**src/samd_pkg.sv**
```systemverilog
package samd_pkg;
   // ****************************************************************
   // region bounds
   // ****************************************************************
   localparam logic [31:0] SAMD_FLASH_BASE   = 32'h0000_0000;
   localparam logic [31:0] SAMD_FLASH_END    = 32'h0000_3FFF;
   localparam logic [31:0] SAMD_CODE_END     = 32'h1FFF_FFFF;
   localparam logic [31:0] SAMD_SRAM_BASE    = 32'h2000_0000;
   localparam logic [31:0] SAMD_SRAM_END     = 32'h2000_0FFF;
   localparam logic [31:0] SAMD_SALIAS_BASE  = 32'h2200_0000;
   localparam logic [31:0] SAMD_SALIAS_END   = 32'h2201_FFFF;
   localparam logic [31:0] SAMD_SRAMREG_END  = 32'h3FFF_FFFF;
   localparam logic [31:0] SAMD_PERI_BASE    = 32'h4000_0000;
   localparam logic [31:0] SAMD_PERI_END     = 32'h400F_FFFF;
   localparam logic [31:0] SAMD_PALIAS_BASE  = 32'h4200_0000;
   localparam logic [31:0] SAMD_PALIAS_END   = 32'h43FF_FFFF;
   localparam logic [31:0] SAMD_PERIREG_END  = 32'h5FFF_FFFF;
   localparam logic [31:0] SAMD_XRAM_BASE    = 32'h6000_0000;
   localparam logic [31:0] SAMD_XDEV_BASE    = 32'hA000_0000;
   localparam logic [31:0] SAMD_XDEV_END     = 32'hDFFF_FFFF;
   localparam logic [31:0] SAMD_PPB_BASE     = 32'hE000_0000;
   localparam logic [31:0] SAMD_PPB_DBG_END  = 32'hE000_2FFF;
   localparam logic [31:0] SAMD_SYSP_BASE    = 32'hE000_E000;
   localparam logic [31:0] SAMD_SYSP_END     = 32'hE000_EFFF;
   localparam logic [31:0] SAMD_TPIU_BASE    = 32'hE004_0000;
   localparam logic [31:0] SAMD_TPIU_END     = 32'hE004_0FFF;
   localparam logic [31:0] SAMD_PPB_END      = 32'hE00F_FFFF;
   // alias field positions
   localparam int SAMD_ALIAS_BIT_LSB  = 2;   // word offset x4 picks bit
   localparam int SAMD_ALIAS_BYTE_LSB = 5;   // byte offset x32

   // ****************************************************************
   // types
   // ****************************************************************
   typedef enum logic [1:0] {
      SAMD_MT_NORMAL = 2'h0,
      SAMD_MT_DEVICE = 2'h1,
      SAMD_MT_STRONG = 2'h2
   } samd_mtype_t;

   typedef enum logic [3:0] {
      SAMD_SL_NONE  = 4'h0,
      SAMD_SL_FLASH = 4'h1,
      SAMD_SL_SRAM  = 4'h2,
      SAMD_SL_PERI  = 4'h3,
      SAMD_SL_XRAM  = 4'h4,
      SAMD_SL_XDEV  = 4'h5,
      SAMD_SL_DEBUG = 4'h6,
      SAMD_SL_SYSP  = 4'h7,
      SAMD_SL_TPIU  = 4'h8
   } samd_slave_t;

   typedef enum logic [1:0] {
      SAMD_SZ_BYTE = 2'h0,
      SAMD_SZ_HALF = 2'h1,
      SAMD_SZ_WORD = 2'h2
   } samd_size_t;

   // one bit changes along idle -> read wait -> write wait; the return to idle from write wait changes two
   typedef enum logic [1:0] {
      SAMD_ST_IDLE  = 2'h0,
      SAMD_ST_RDWT  = 2'h1,
      SAMD_ST_WRWT  = 2'h3
   } samd_state_t;

   // byte lanes, little endian
   function automatic logic [3:0] samd_lanes(input samd_size_t sz, input logic [1:0] a);
      logic [3:0] l;
      l = 4'h0;
      case (sz)
         SAMD_SZ_BYTE: l = 4'h1 << a;
         SAMD_SZ_HALF: l = a[1] ? 4'hC : 4'h3;
         default:      l = 4'hF;
      endcase
      return l;
   endfunction
endpackage

```
**src/samd_decoder.sv**
```systemverilog
// Functional notes
// - accepts word, halfword and byte accesses
// - lanes and data steered little endian
// - fixed 4 GB map, not relocatable
// - reserved addresses fault and reach no slave
// - 0x2200_0000..0x2201_FFFF alias SRAM bits at 0x2000_0000
// - 0x4200_0000..0x43FF_FFFF alias peripheral bits 0x4000_0000..0x400F_FFFF
// - system peripheral block selected at 0xE000_E000..0xE000_EFFF
// - Normal regions may be reordered or read speculatively
// - Device accesses keep order against Device and Strongly Ordered
// - Strongly Ordered accesses keep order against everything
// - Device writes may buffer, Strongly Ordered writes never
// - execute-never blocks fetches; rsp_xn_fault only on execution
// - Device/Strongly Ordered pair observed in program order
// - code region Normal, executable
// - SRAM region Normal, executable
// - peripheral region Device, execute-never
// - external device region Device, execute-never
// - private peripheral range Strongly Ordered, execute-never; above reserved
// - discarded prefetches are tolerated without side effects
// - alias word = base + byte offset*32 + bit*4
// - alias write sets/clears one bit from bit 0; read gives 0/1
module samd_decoder
   import samd_pkg::*;
(
   // clock and reset
   input  wire logic        sys_clk,
   input  wire logic        rst,
   // core side request
   input  wire logic        req_valid,
   output logic             req_ready,
   input  wire logic        req_fetch,
   input  wire logic        req_exec,
   input  wire logic        req_write,
   input  wire samd_size_t  req_size,
   input  wire logic [31:0] req_addr,
   input  wire logic [31:0] req_wdata,
   // core side response
   output logic             rsp_valid,
   output logic             rsp_fault,
   output logic             rsp_xn_fault,
   output logic [31:0]      rsp_rdata,
   // slave side
   output samd_slave_t      sl_sel,
   output samd_mtype_t      sl_mtype,
   output logic             sl_xn,
   output logic             sl_bufferable,
   output logic             sl_valid,
   output logic             sl_write,
   output logic [31:0]      sl_addr,
   output logic [3:0]       sl_lanes,
   output logic [31:0]      sl_wdata,
   input  wire logic        sl_done,
   input  wire logic [31:0] sl_rdata
);
   // ****************************************************************
   // decode
   // ****************************************************************
   samd_slave_t dec_slave;
   samd_mtype_t dec_mtype;
   logic        dec_xn;
   logic        dec_alias;
   logic        dec_aperi;
   logic [31:0] al_addr;
   logic [4:0]  al_bit;

   samd_region u_region (
      .addr       (req_addr),
      .slave      (dec_slave),
      .mtype      (dec_mtype),
      .xn         (dec_xn),
      .alias_hit  (dec_alias),
      .alias_peri (dec_aperi)
   );

   samd_alias u_alias (
      .addr      (req_addr),
      .peri      (dec_aperi),
      .word_addr (al_addr),
      .bit_pos   (al_bit)
   );

   // ****************************************************************
   // transfer sequencer
   // ****************************************************************
   samd_state_t st_reg,    st_next;
   samd_slave_t sel_reg,   sel_next;
   samd_mtype_t mt_reg,    mt_next;
   logic        xn_reg,    xn_next;
   logic        wr_reg,    wr_next;
   logic        al_reg,    al_next;
   logic [4:0]  bit_reg,   bit_next;
   logic        bval_reg,  bval_next;
   logic [31:0] addr_reg,  addr_next;
   logic [3:0]  lane_reg,  lane_next;
   logic [31:0] wd_reg,    wd_next;
   logic        rv_reg,    rv_next;
   logic        rf_reg,    rf_next;
   logic        rx_reg,    rx_next;
   logic [31:0] rd_reg,    rd_next;
   logic        accept;
   logic [31:0] rmw_word;

   // one access at a time, so every access completes in program order
   assign req_ready = (st_reg == SAMD_ST_IDLE);
   assign accept    = req_valid && req_ready;
   assign rmw_word  = (sl_rdata & ~(32'h0000_0001 << bit_reg))
                    | ({31'h0000_0000, bval_reg} << bit_reg);

   always_comb begin
      st_next   = st_reg;
      sel_next  = sel_reg;
      mt_next   = mt_reg;
      xn_next   = xn_reg;
      wr_next   = wr_reg;
      al_next   = al_reg;
      bit_next  = bit_reg;
      bval_next = bval_reg;
      addr_next = addr_reg;
      lane_next = lane_reg;
      wd_next   = wd_reg;
      rv_next   = 1'b0;
      rf_next   = 1'b0;
      rx_next   = 1'b0;
      rd_next   = rd_reg;
      case (st_reg)
         SAMD_ST_IDLE: begin
            if (accept) begin
               if (dec_slave == SAMD_SL_NONE) begin
                  rv_next = 1'b1;
                  rf_next = 1'b1;
               end else if (req_fetch && (dec_xn || (dec_alias && dec_aperi))) begin
                  // blocked fetch: rsp_fault always flagged, rsp_xn_fault only if it is executed
                  rv_next = 1'b1;
                  rf_next = 1'b1;
                  rx_next = req_exec;
               end else begin
                  sel_next  = dec_slave;
                  mt_next   = dec_mtype;
                  xn_next   = dec_xn;
                  wr_next   = req_write;
                  // fetches from the SRAM alias are not remapped
                  al_next   = dec_alias && !req_fetch;
                  bit_next  = al_bit;
                  bval_next = req_wdata[0];
                  st_next   = SAMD_ST_RDWT;
                  if (dec_alias && !req_fetch) begin
                     addr_next = al_addr;
                     lane_next = 4'hF;
                     wd_next   = 32'h0000_0000;
                  end else begin
                     addr_next = req_addr;
                     lane_next = samd_lanes(req_size, req_addr[1:0]);
                     // replicate so each lane carries its little-endian byte
                     case (req_size)
                        SAMD_SZ_BYTE: wd_next = {4{req_wdata[7:0]}};
                        SAMD_SZ_HALF: wd_next = {2{req_wdata[15:0]}};
                        default:      wd_next = req_wdata;
                     endcase
                  end
               end
            end
         end
         SAMD_ST_RDWT: begin
            if (sl_done) begin
               if (al_reg && wr_reg) begin
                  // read-modify-write second half
                  wd_next = rmw_word;
                  al_next = 1'b0;
                  st_next = SAMD_ST_WRWT;
               end else begin
                  rv_next = 1'b1;
                  st_next = SAMD_ST_IDLE;
                  if (al_reg) begin
                     rd_next = {31'h0000_0000, sl_rdata[bit_reg]};
                  end else begin
                     rd_next = sl_rdata >> {addr_reg[1:0], 3'h0};
                  end
               end
            end
         end
         SAMD_ST_WRWT: begin
            if (sl_done) begin
               rv_next = 1'b1;
               st_next = SAMD_ST_IDLE;
            end
         end
         default: st_next = SAMD_ST_IDLE;
      endcase
   end

   always_ff @(posedge sys_clk or posedge rst) begin
      if (rst) begin
         st_reg   <= SAMD_ST_IDLE;
         sel_reg  <= SAMD_SL_NONE;
         mt_reg   <= SAMD_MT_NORMAL;
         xn_reg   <= 1'b0;
         wr_reg   <= 1'b0;
         al_reg   <= 1'b0;
         bit_reg  <= 5'h00;
         bval_reg <= 1'b0;
         addr_reg <= 32'h0000_0000;
         lane_reg <= 4'h0;
         wd_reg   <= 32'h0000_0000;
         rv_reg   <= 1'b0;
         rf_reg   <= 1'b0;
         rx_reg   <= 1'b0;
         rd_reg   <= 32'h0000_0000;
      end else begin
         st_reg   <= st_next;
         sel_reg  <= sel_next;
         mt_reg   <= mt_next;
         xn_reg   <= xn_next;
         wr_reg   <= wr_next;
         al_reg   <= al_next;
         bit_reg  <= bit_next;
         bval_reg <= bval_next;
         addr_reg <= addr_next;
         lane_reg <= lane_next;
         wd_reg   <= wd_next;
         rv_reg   <= rv_next;
         rf_reg   <= rf_next;
         rx_reg   <= rx_next;
         rd_reg   <= rd_next;
      end
   end

   // ****************************************************************
   // outputs
   // ****************************************************************
   assign sl_valid      = (st_reg != SAMD_ST_IDLE);
   assign sl_write      = (st_reg == SAMD_ST_WRWT) || (wr_reg && !al_reg);
   assign sl_sel        = sel_reg;
   assign sl_mtype      = mt_reg;
   assign sl_xn         = xn_reg;
   // normal may be reordered, device may buffer, strong never buffered
   assign sl_bufferable = (mt_reg != SAMD_MT_STRONG);
   assign sl_addr       = addr_reg;
   assign sl_lanes      = lane_reg;
   assign sl_wdata      = wd_reg;
   assign rsp_valid     = rv_reg;
   assign rsp_fault     = rf_reg;
   assign rsp_xn_fault  = rx_reg;
   assign rsp_rdata     = rd_reg;

   // ****************************************************************
   // checks
   // ****************************************************************
   property p_resv;
      @(posedge sys_clk) disable iff (rst)
      (accept && dec_slave == SAMD_SL_NONE) |=> rsp_fault && !sl_valid;
   endproperty
   a_resv: assert property (p_resv) else $error("reserved access not faulted");

   property p_strong_nobuf;
      @(posedge sys_clk) disable iff (rst)
      (sl_valid && sl_addr >= SAMD_PPB_BASE) |-> !sl_bufferable;
   endproperty
   a_strong_nobuf: assert property (p_strong_nobuf) else $error("strong write buffered");

   property p_order;
      @(posedge sys_clk) disable iff (rst)
      sl_valid |-> !req_ready;
   endproperty
   a_order: assert property (p_order) else $error("overlapping accesses");

   property p_xn;
      @(posedge sys_clk) disable iff (rst)
      (accept && req_fetch && dec_xn) |=> !sl_valid && rsp_fault && (rsp_xn_fault == $past(req_exec));
   endproperty
   a_xn: assert property (p_xn) else $error("execute-never fetch not blocked");

   property p_sysp;
      @(posedge sys_clk) disable iff (rst)
      (accept && !req_fetch && req_addr >= SAMD_SYSP_BASE && req_addr <= SAMD_SYSP_END)
         |=> sl_sel == SAMD_SL_SYSP && sl_mtype == SAMD_MT_STRONG;
   endproperty
   a_sysp: assert property (p_sysp) else $error("system block not selected");

   property p_peri_attr;
      @(posedge sys_clk) disable iff (rst)
      (accept && !req_fetch && dec_slave != SAMD_SL_NONE && req_addr[31:29] == 3'h2)
         |=> sl_valid && sl_mtype == SAMD_MT_DEVICE && sl_xn;
   endproperty
   a_peri_attr: assert property (p_peri_attr) else $error("peripheral attributes wrong");

   property p_alias_addr;
      @(posedge sys_clk) disable iff (rst)
      (accept && !req_fetch && dec_alias && !dec_aperi)
         |=> sl_addr == SAMD_SRAM_BASE
             + ((($past(req_addr) - SAMD_SALIAS_BASE) >> 5) & 32'hFFFF_FFFC);
   endproperty
   a_alias_addr: assert property (p_alias_addr) else $error("alias address wrong");

   property p_alias_rd;
      @(posedge sys_clk) disable iff (rst)
      (rsp_valid && al_reg) |-> rsp_rdata[31:1] == 31'h0000_0000;
   endproperty
   a_alias_rd: assert property (p_alias_rd) else $error("alias read not 0/1");
endmodule

```
**src/samd_region.sv**
```systemverilog
module samd_region
   import samd_pkg::*;
(
   // address
   input  wire logic [31:0] addr,
   // attributes
   output samd_slave_t      slave,
   output samd_mtype_t      mtype,
   output logic             xn,
   output logic             alias_hit,
   output logic             alias_peri
);
   // fixed decode; nothing software can touch
   always_comb begin
      slave      = SAMD_SL_NONE;
      mtype      = SAMD_MT_NORMAL;
      xn         = 1'b0;
      alias_hit  = 1'b0;
      alias_peri = 1'b0;
      if (addr <= SAMD_CODE_END) begin
         if (addr <= SAMD_FLASH_END) slave = SAMD_SL_FLASH;
      end else if (addr <= SAMD_SRAMREG_END) begin
         if (addr >= SAMD_SRAM_BASE && addr <= SAMD_SRAM_END) begin
            slave = SAMD_SL_SRAM;
         end else if (addr >= SAMD_SALIAS_BASE && addr <= SAMD_SALIAS_END) begin
            slave     = SAMD_SL_SRAM;
            alias_hit = 1'b1;
         end
      end else if (addr <= SAMD_PERIREG_END) begin
         mtype = SAMD_MT_DEVICE;
         xn    = 1'b1;
         if (addr <= SAMD_PERI_END) begin
            slave = SAMD_SL_PERI;
         end else if (addr >= SAMD_PALIAS_BASE && addr <= SAMD_PALIAS_END) begin
            slave      = SAMD_SL_PERI;
            alias_hit  = 1'b1;
            alias_peri = 1'b1;
         end
      end else if (addr < SAMD_XDEV_BASE) begin
         slave = SAMD_SL_XRAM;
      end else if (addr <= SAMD_XDEV_END) begin
         slave = SAMD_SL_XDEV;
         mtype = SAMD_MT_DEVICE;
         xn    = 1'b1;
      end else if (addr <= SAMD_PPB_END) begin
         mtype = SAMD_MT_STRONG;
         xn    = 1'b1;
         if (addr <= SAMD_PPB_DBG_END) begin
            slave = SAMD_SL_DEBUG;
         end else if (addr >= SAMD_SYSP_BASE && addr <= SAMD_SYSP_END) begin
            slave = SAMD_SL_SYSP;
         end else if (addr >= SAMD_TPIU_BASE && addr <= SAMD_TPIU_END) begin
            slave = SAMD_SL_TPIU;
         end
      end
   end
endmodule

```
**src/samd_alias.sv**
```systemverilog
module samd_alias
   import samd_pkg::*;
(
   // alias address in
   input  wire logic [31:0] addr,
   input  wire logic        peri,
   // target
   output logic [31:0]      word_addr,
   output logic [4:0]       bit_pos
);
   logic [19:0] byte_off;
   logic [2:0]  bit_num;

   // alias = base + byte*32 + bit*4
   always_comb begin
      byte_off  = addr[SAMD_ALIAS_BYTE_LSB +: 20];
      bit_num   = addr[SAMD_ALIAS_BIT_LSB +: 3];
      word_addr = (peri ? SAMD_PERI_BASE : SAMD_SRAM_BASE) | {12'h000, byte_off[19:2], 2'h0};
      bit_pos   = {byte_off[1:0], bit_num};
   end
endmodule

```
**config.mk**
```make
export PLATFORM = sky130hd
export DESIGN_NAME = samd_decoder
export DESIGN_NICKNAME = d
export VERILOG_FILES = /design/src/samd_pkg.sv /design/src/samd_decoder.sv /design/src/samd_region.sv /design/src/samd_alias.sv
export SDC_FILE = /design/constraint.sdc
export NUM_CORES = 1
export LEC_CHECK = 0
export BUFFER_PORTS_ARGS = -buffer_cell sky130_fd_sc_hd__buf_2
export CAP_MARGIN = 15
export CORE_MARGIN = 2
export CORE_UTILIZATION = 55
export CTS_CLUSTER_DIAMETER = 30
export DETAILED_ROUTE_END_ITERATION = 8
export PLACE_DENSITY = 0.9
export SYNTH_ARGS = -nofsm -noshare
export SYNTH_HDL_FRONTEND = slang
export SYNTH_SLANG_ARGS = --single-unit
```
**constraint.sdc**
```tcl
create_clock -name sys_clk -period 5.6 [get_ports sys_clk]
set_clock_uncertainty 0.1 [all_clocks]
set_input_delay 0.84 -clock sys_clk [delete_from_list [all_inputs] [get_ports sys_clk]]
set_output_delay 0.84 -clock sys_clk [all_outputs]
set_load 0.05 [all_outputs]
```
==> impl_metrics.toml <==
[clock_network]
h-tree-depth = 4
cts_tree = "built"
cts_resized = 0
clock-sinks = 120
numCtsBuffers = 17
insertion_delay_ns = 0.43
cts_root_buffer = "clkbuf_16"
cts_setup_buffers = 0
clockBufferDepth = 2
holdBufCountCts = 0
clk_pin_slew_ns = 0.06

[floorplan]
die_w_um = 118
num_rows = 41
start_util = 0.563
core_area_um2 = 12600
ios = 219
die_h_um = 118
die-area_um2 = 13800

[placed_design]
place_congestion = 0.932
place_area_um2 = 8220
numPortBuffers = 218
dp_hpwl_um = 15400

[setup_path]
r2r-start = "st_reg[0]$_DFFE_PP0P_"
crit_type = "primary input to register"
r2r-end = "rsp_rdata[4]$_DFFE_PP0P_"
reg2reg_slack_ns = 2.33
reg2reg_depth = 6
startpoint = "req_addr[27]"
crit_path_start_kind = "primary input"
path_max_fanout = 34
arrival_ns = 3.88
crit_required_ns = 5.81
end_kind = "register"
critPathCapture = "sl_wdata[20]$_DFFE_PP0P_"

[finish]
nNetsFinal = 974
syn_to_final_growth_pct = 24.1
drive_gt1_frac = 0.427
diodes = 0
final_cell_mix = "218 x buf_2, 120 x dfrtp_1, 97 x mux2_2, 73 x nand2_1, 66 x mux2i_1"
fin_util = 0.698
layout_commonest_cell = "buf_2"
final_cell_area_um2 = 8810

[min_path]
hold_path.class = "register to register"
whs_path_depth = 2

[sta]
period_needed_ns = 3.67
min_period_over_period = 0.655
setup_viol = 0
setup_tns_ns = 0
relSlewSlack = 0.277
max_freq_ghz = 0.272
hold_viol = 0
worst_slew_pin_slew_ns = 1.08
slew_viol_final = 0
rsz0062_at_grt = "false"

[synthesis]
synth_cell_types = 52
synth-edff-count = 0
ys_warn_count = 0
avgSynthCellArea_um2 = 10.5
synthCells = 676
synth-main-ff-cell = "dfrtp_1"
ys_ff_latch = 120
async_flop_share = 1.00
syn-num-nets = 781
syn_area_um2 = 7100
seq_area_frac_synth = 0.423

[route]
drt_wl_total_um = 21300
wl_per_cell_um = 20.2
vias = 6496
drc = 0
antenna_left = 0
dr.pass1.iters = 5
drtIter0Drc = 772
via_per_inst = 6.16

[power_and_ir_drop]
leakagePower_nw = 4.15
power_frac_seq = 0.284
internal_power_w = 0.00271
p_sw_w = 0.00273
p_per_area_nw_per_um2 = 617
p_sw_frac = 0.502
comb_power_share = 0.518
ir_drop_mv = 0.408
p_clk_frac = 0.198

[global_routing]
grt_pass1_vias = 6178
grt_pass1_wl_um = 33500
track_usage = 0.307
grt_overflow = 0
antenna_found_initial = 0
grt_max_degree = 80

[job]
maxCapViolCount = 0

[run_status]
outcome = "complete, no violations"
worst max-delay path, stage by stage:
cell,delay (ns)
buf_2,0.11
nor3_1,0.50
a31oi_1,0.17
o21ai_0,0.36
a21oi_1,0.20
o31ai_1,0.24
nand3_2,0.87
mux2_2,0.56
cell type report:
type / count / area (um2)
Multi-Input combinational cell: 488 / 3790
Clock inverter: 15 / 153
Fill cell: 948 / 3810
Inverter: 17 / 66.3
Tap cell: 172 / 215
Clock buffer: 17 / 425
Timing Repair Buffer: 225 / 1150
Sequential cell: 120 / 3000
cells by family (layout without fill, tap and decap cells):
family / Yosys count / count (layout) / share of synthesized area
AOI/OAI and AO/OA: 131 / 131 / 0.126
buffers and inverters: 68 / 274 / 0.0425
DFF: 120 / 120 / 0.423
muxes: 175 / 175 / 0.283
and+or+nand+nor: 182 / 182 / 0.126
synth_stat cells (6+ instances only):
cell | number | area share
o22ai_1 | 25 | 0.022
a22o_1 | 12 | 0.015
nand2_1 | 73 | 0.039
nand2b_1 | 6 | 0.0053
mux2i_1 | 66 | 0.093
buf_2 | 13 | 0.0092
o21ai_0 | 32 | 0.023
nor3_1 | 7 | 0.0049
o31ai_1 | 13 | 0.014
dfrtp_1 | 120 | 0.42
clkbuf_1 | 30 | 0.016
nor2b_1 | 17 | 0.015
a32o_1 | 7 | 0.0099
mux2_2 | 97 | 0.15
a211o_1 | 7 | 0.0086
a21oi_1 | 15 | 0.011
inv_1 | 17 | 0.0090
nand3_1 | 10 | 0.0070
nor2_1 | 39 | 0.021
mux4_2 | 10 | 0.032
per-stage QoR:
step	power, W	hold slack [ns]	cells	setup slack (ns)
floorplan	0.00368	0.427	676	1.47
global placement	0.00429	0.357	1021	1.60
CTS	0.00543	0.377	1053	1.99
global route	0.00566	0.406	1054	1.62
detailed placement	0.00434	0.365	1021	1.61
finish	0.00543	0.374	1054	1.93
layer usage:
metal	up-vias	routed length (um)	GRT usage
met3	74	1920	0.0790
met5	-	0	0
met2	404	9580	0.456
met4	0	855	0.133
li1	2857	-	-
met1	3161	8940	0.426
power by group through the flow:
| stage | combinational, W | sequential (W) | clock [W] |
|---|---|---|---|
| detailed placement | 0.00280 | 0.00154 | 0 |
| global placement | 0.00275 | 0.00153 | 0 |
| floorplan | 0.00101 | 0.00267 | 0 |
| finish | 0.00281 | 0.00154 | 0.00108 |
| CTS | 0.00281 | 0.00154 | 0.00108 |
| global route | 0.00294 | 0.00159 | 0.00112 |
worst min path at each step:
stage                                          from                   endpoint  slack [ns]
after floorplan                  wr_reg$_DFFE_PP0P_         wr_reg$_DFFE_PP0P_        0.43
after global placement        sl_sel[1]$_DFFE_PP0P_      sl_sel[1]$_DFFE_PP0P_        0.36
after CTS                 rsp_rdata[31]$_DFFE_PP0P_  rsp_rdata[31]$_DFFE_PP0P_        0.38
after detailed placement  rsp_rdata[20]$_DFFE_PP0P_  rsp_rdata[20]$_DFFE_PP0P_        0.37
after global routing      rsp_rdata[18]$_DFFE_PP0P_  rsp_rdata[18]$_DFFE_PP0P_        0.41
final                     rsp_rdata[31]$_DFFE_PP0P_  rsp_rdata[31]$_DFFE_PP0P_        0.37
(Power assumes the default switching activity.)
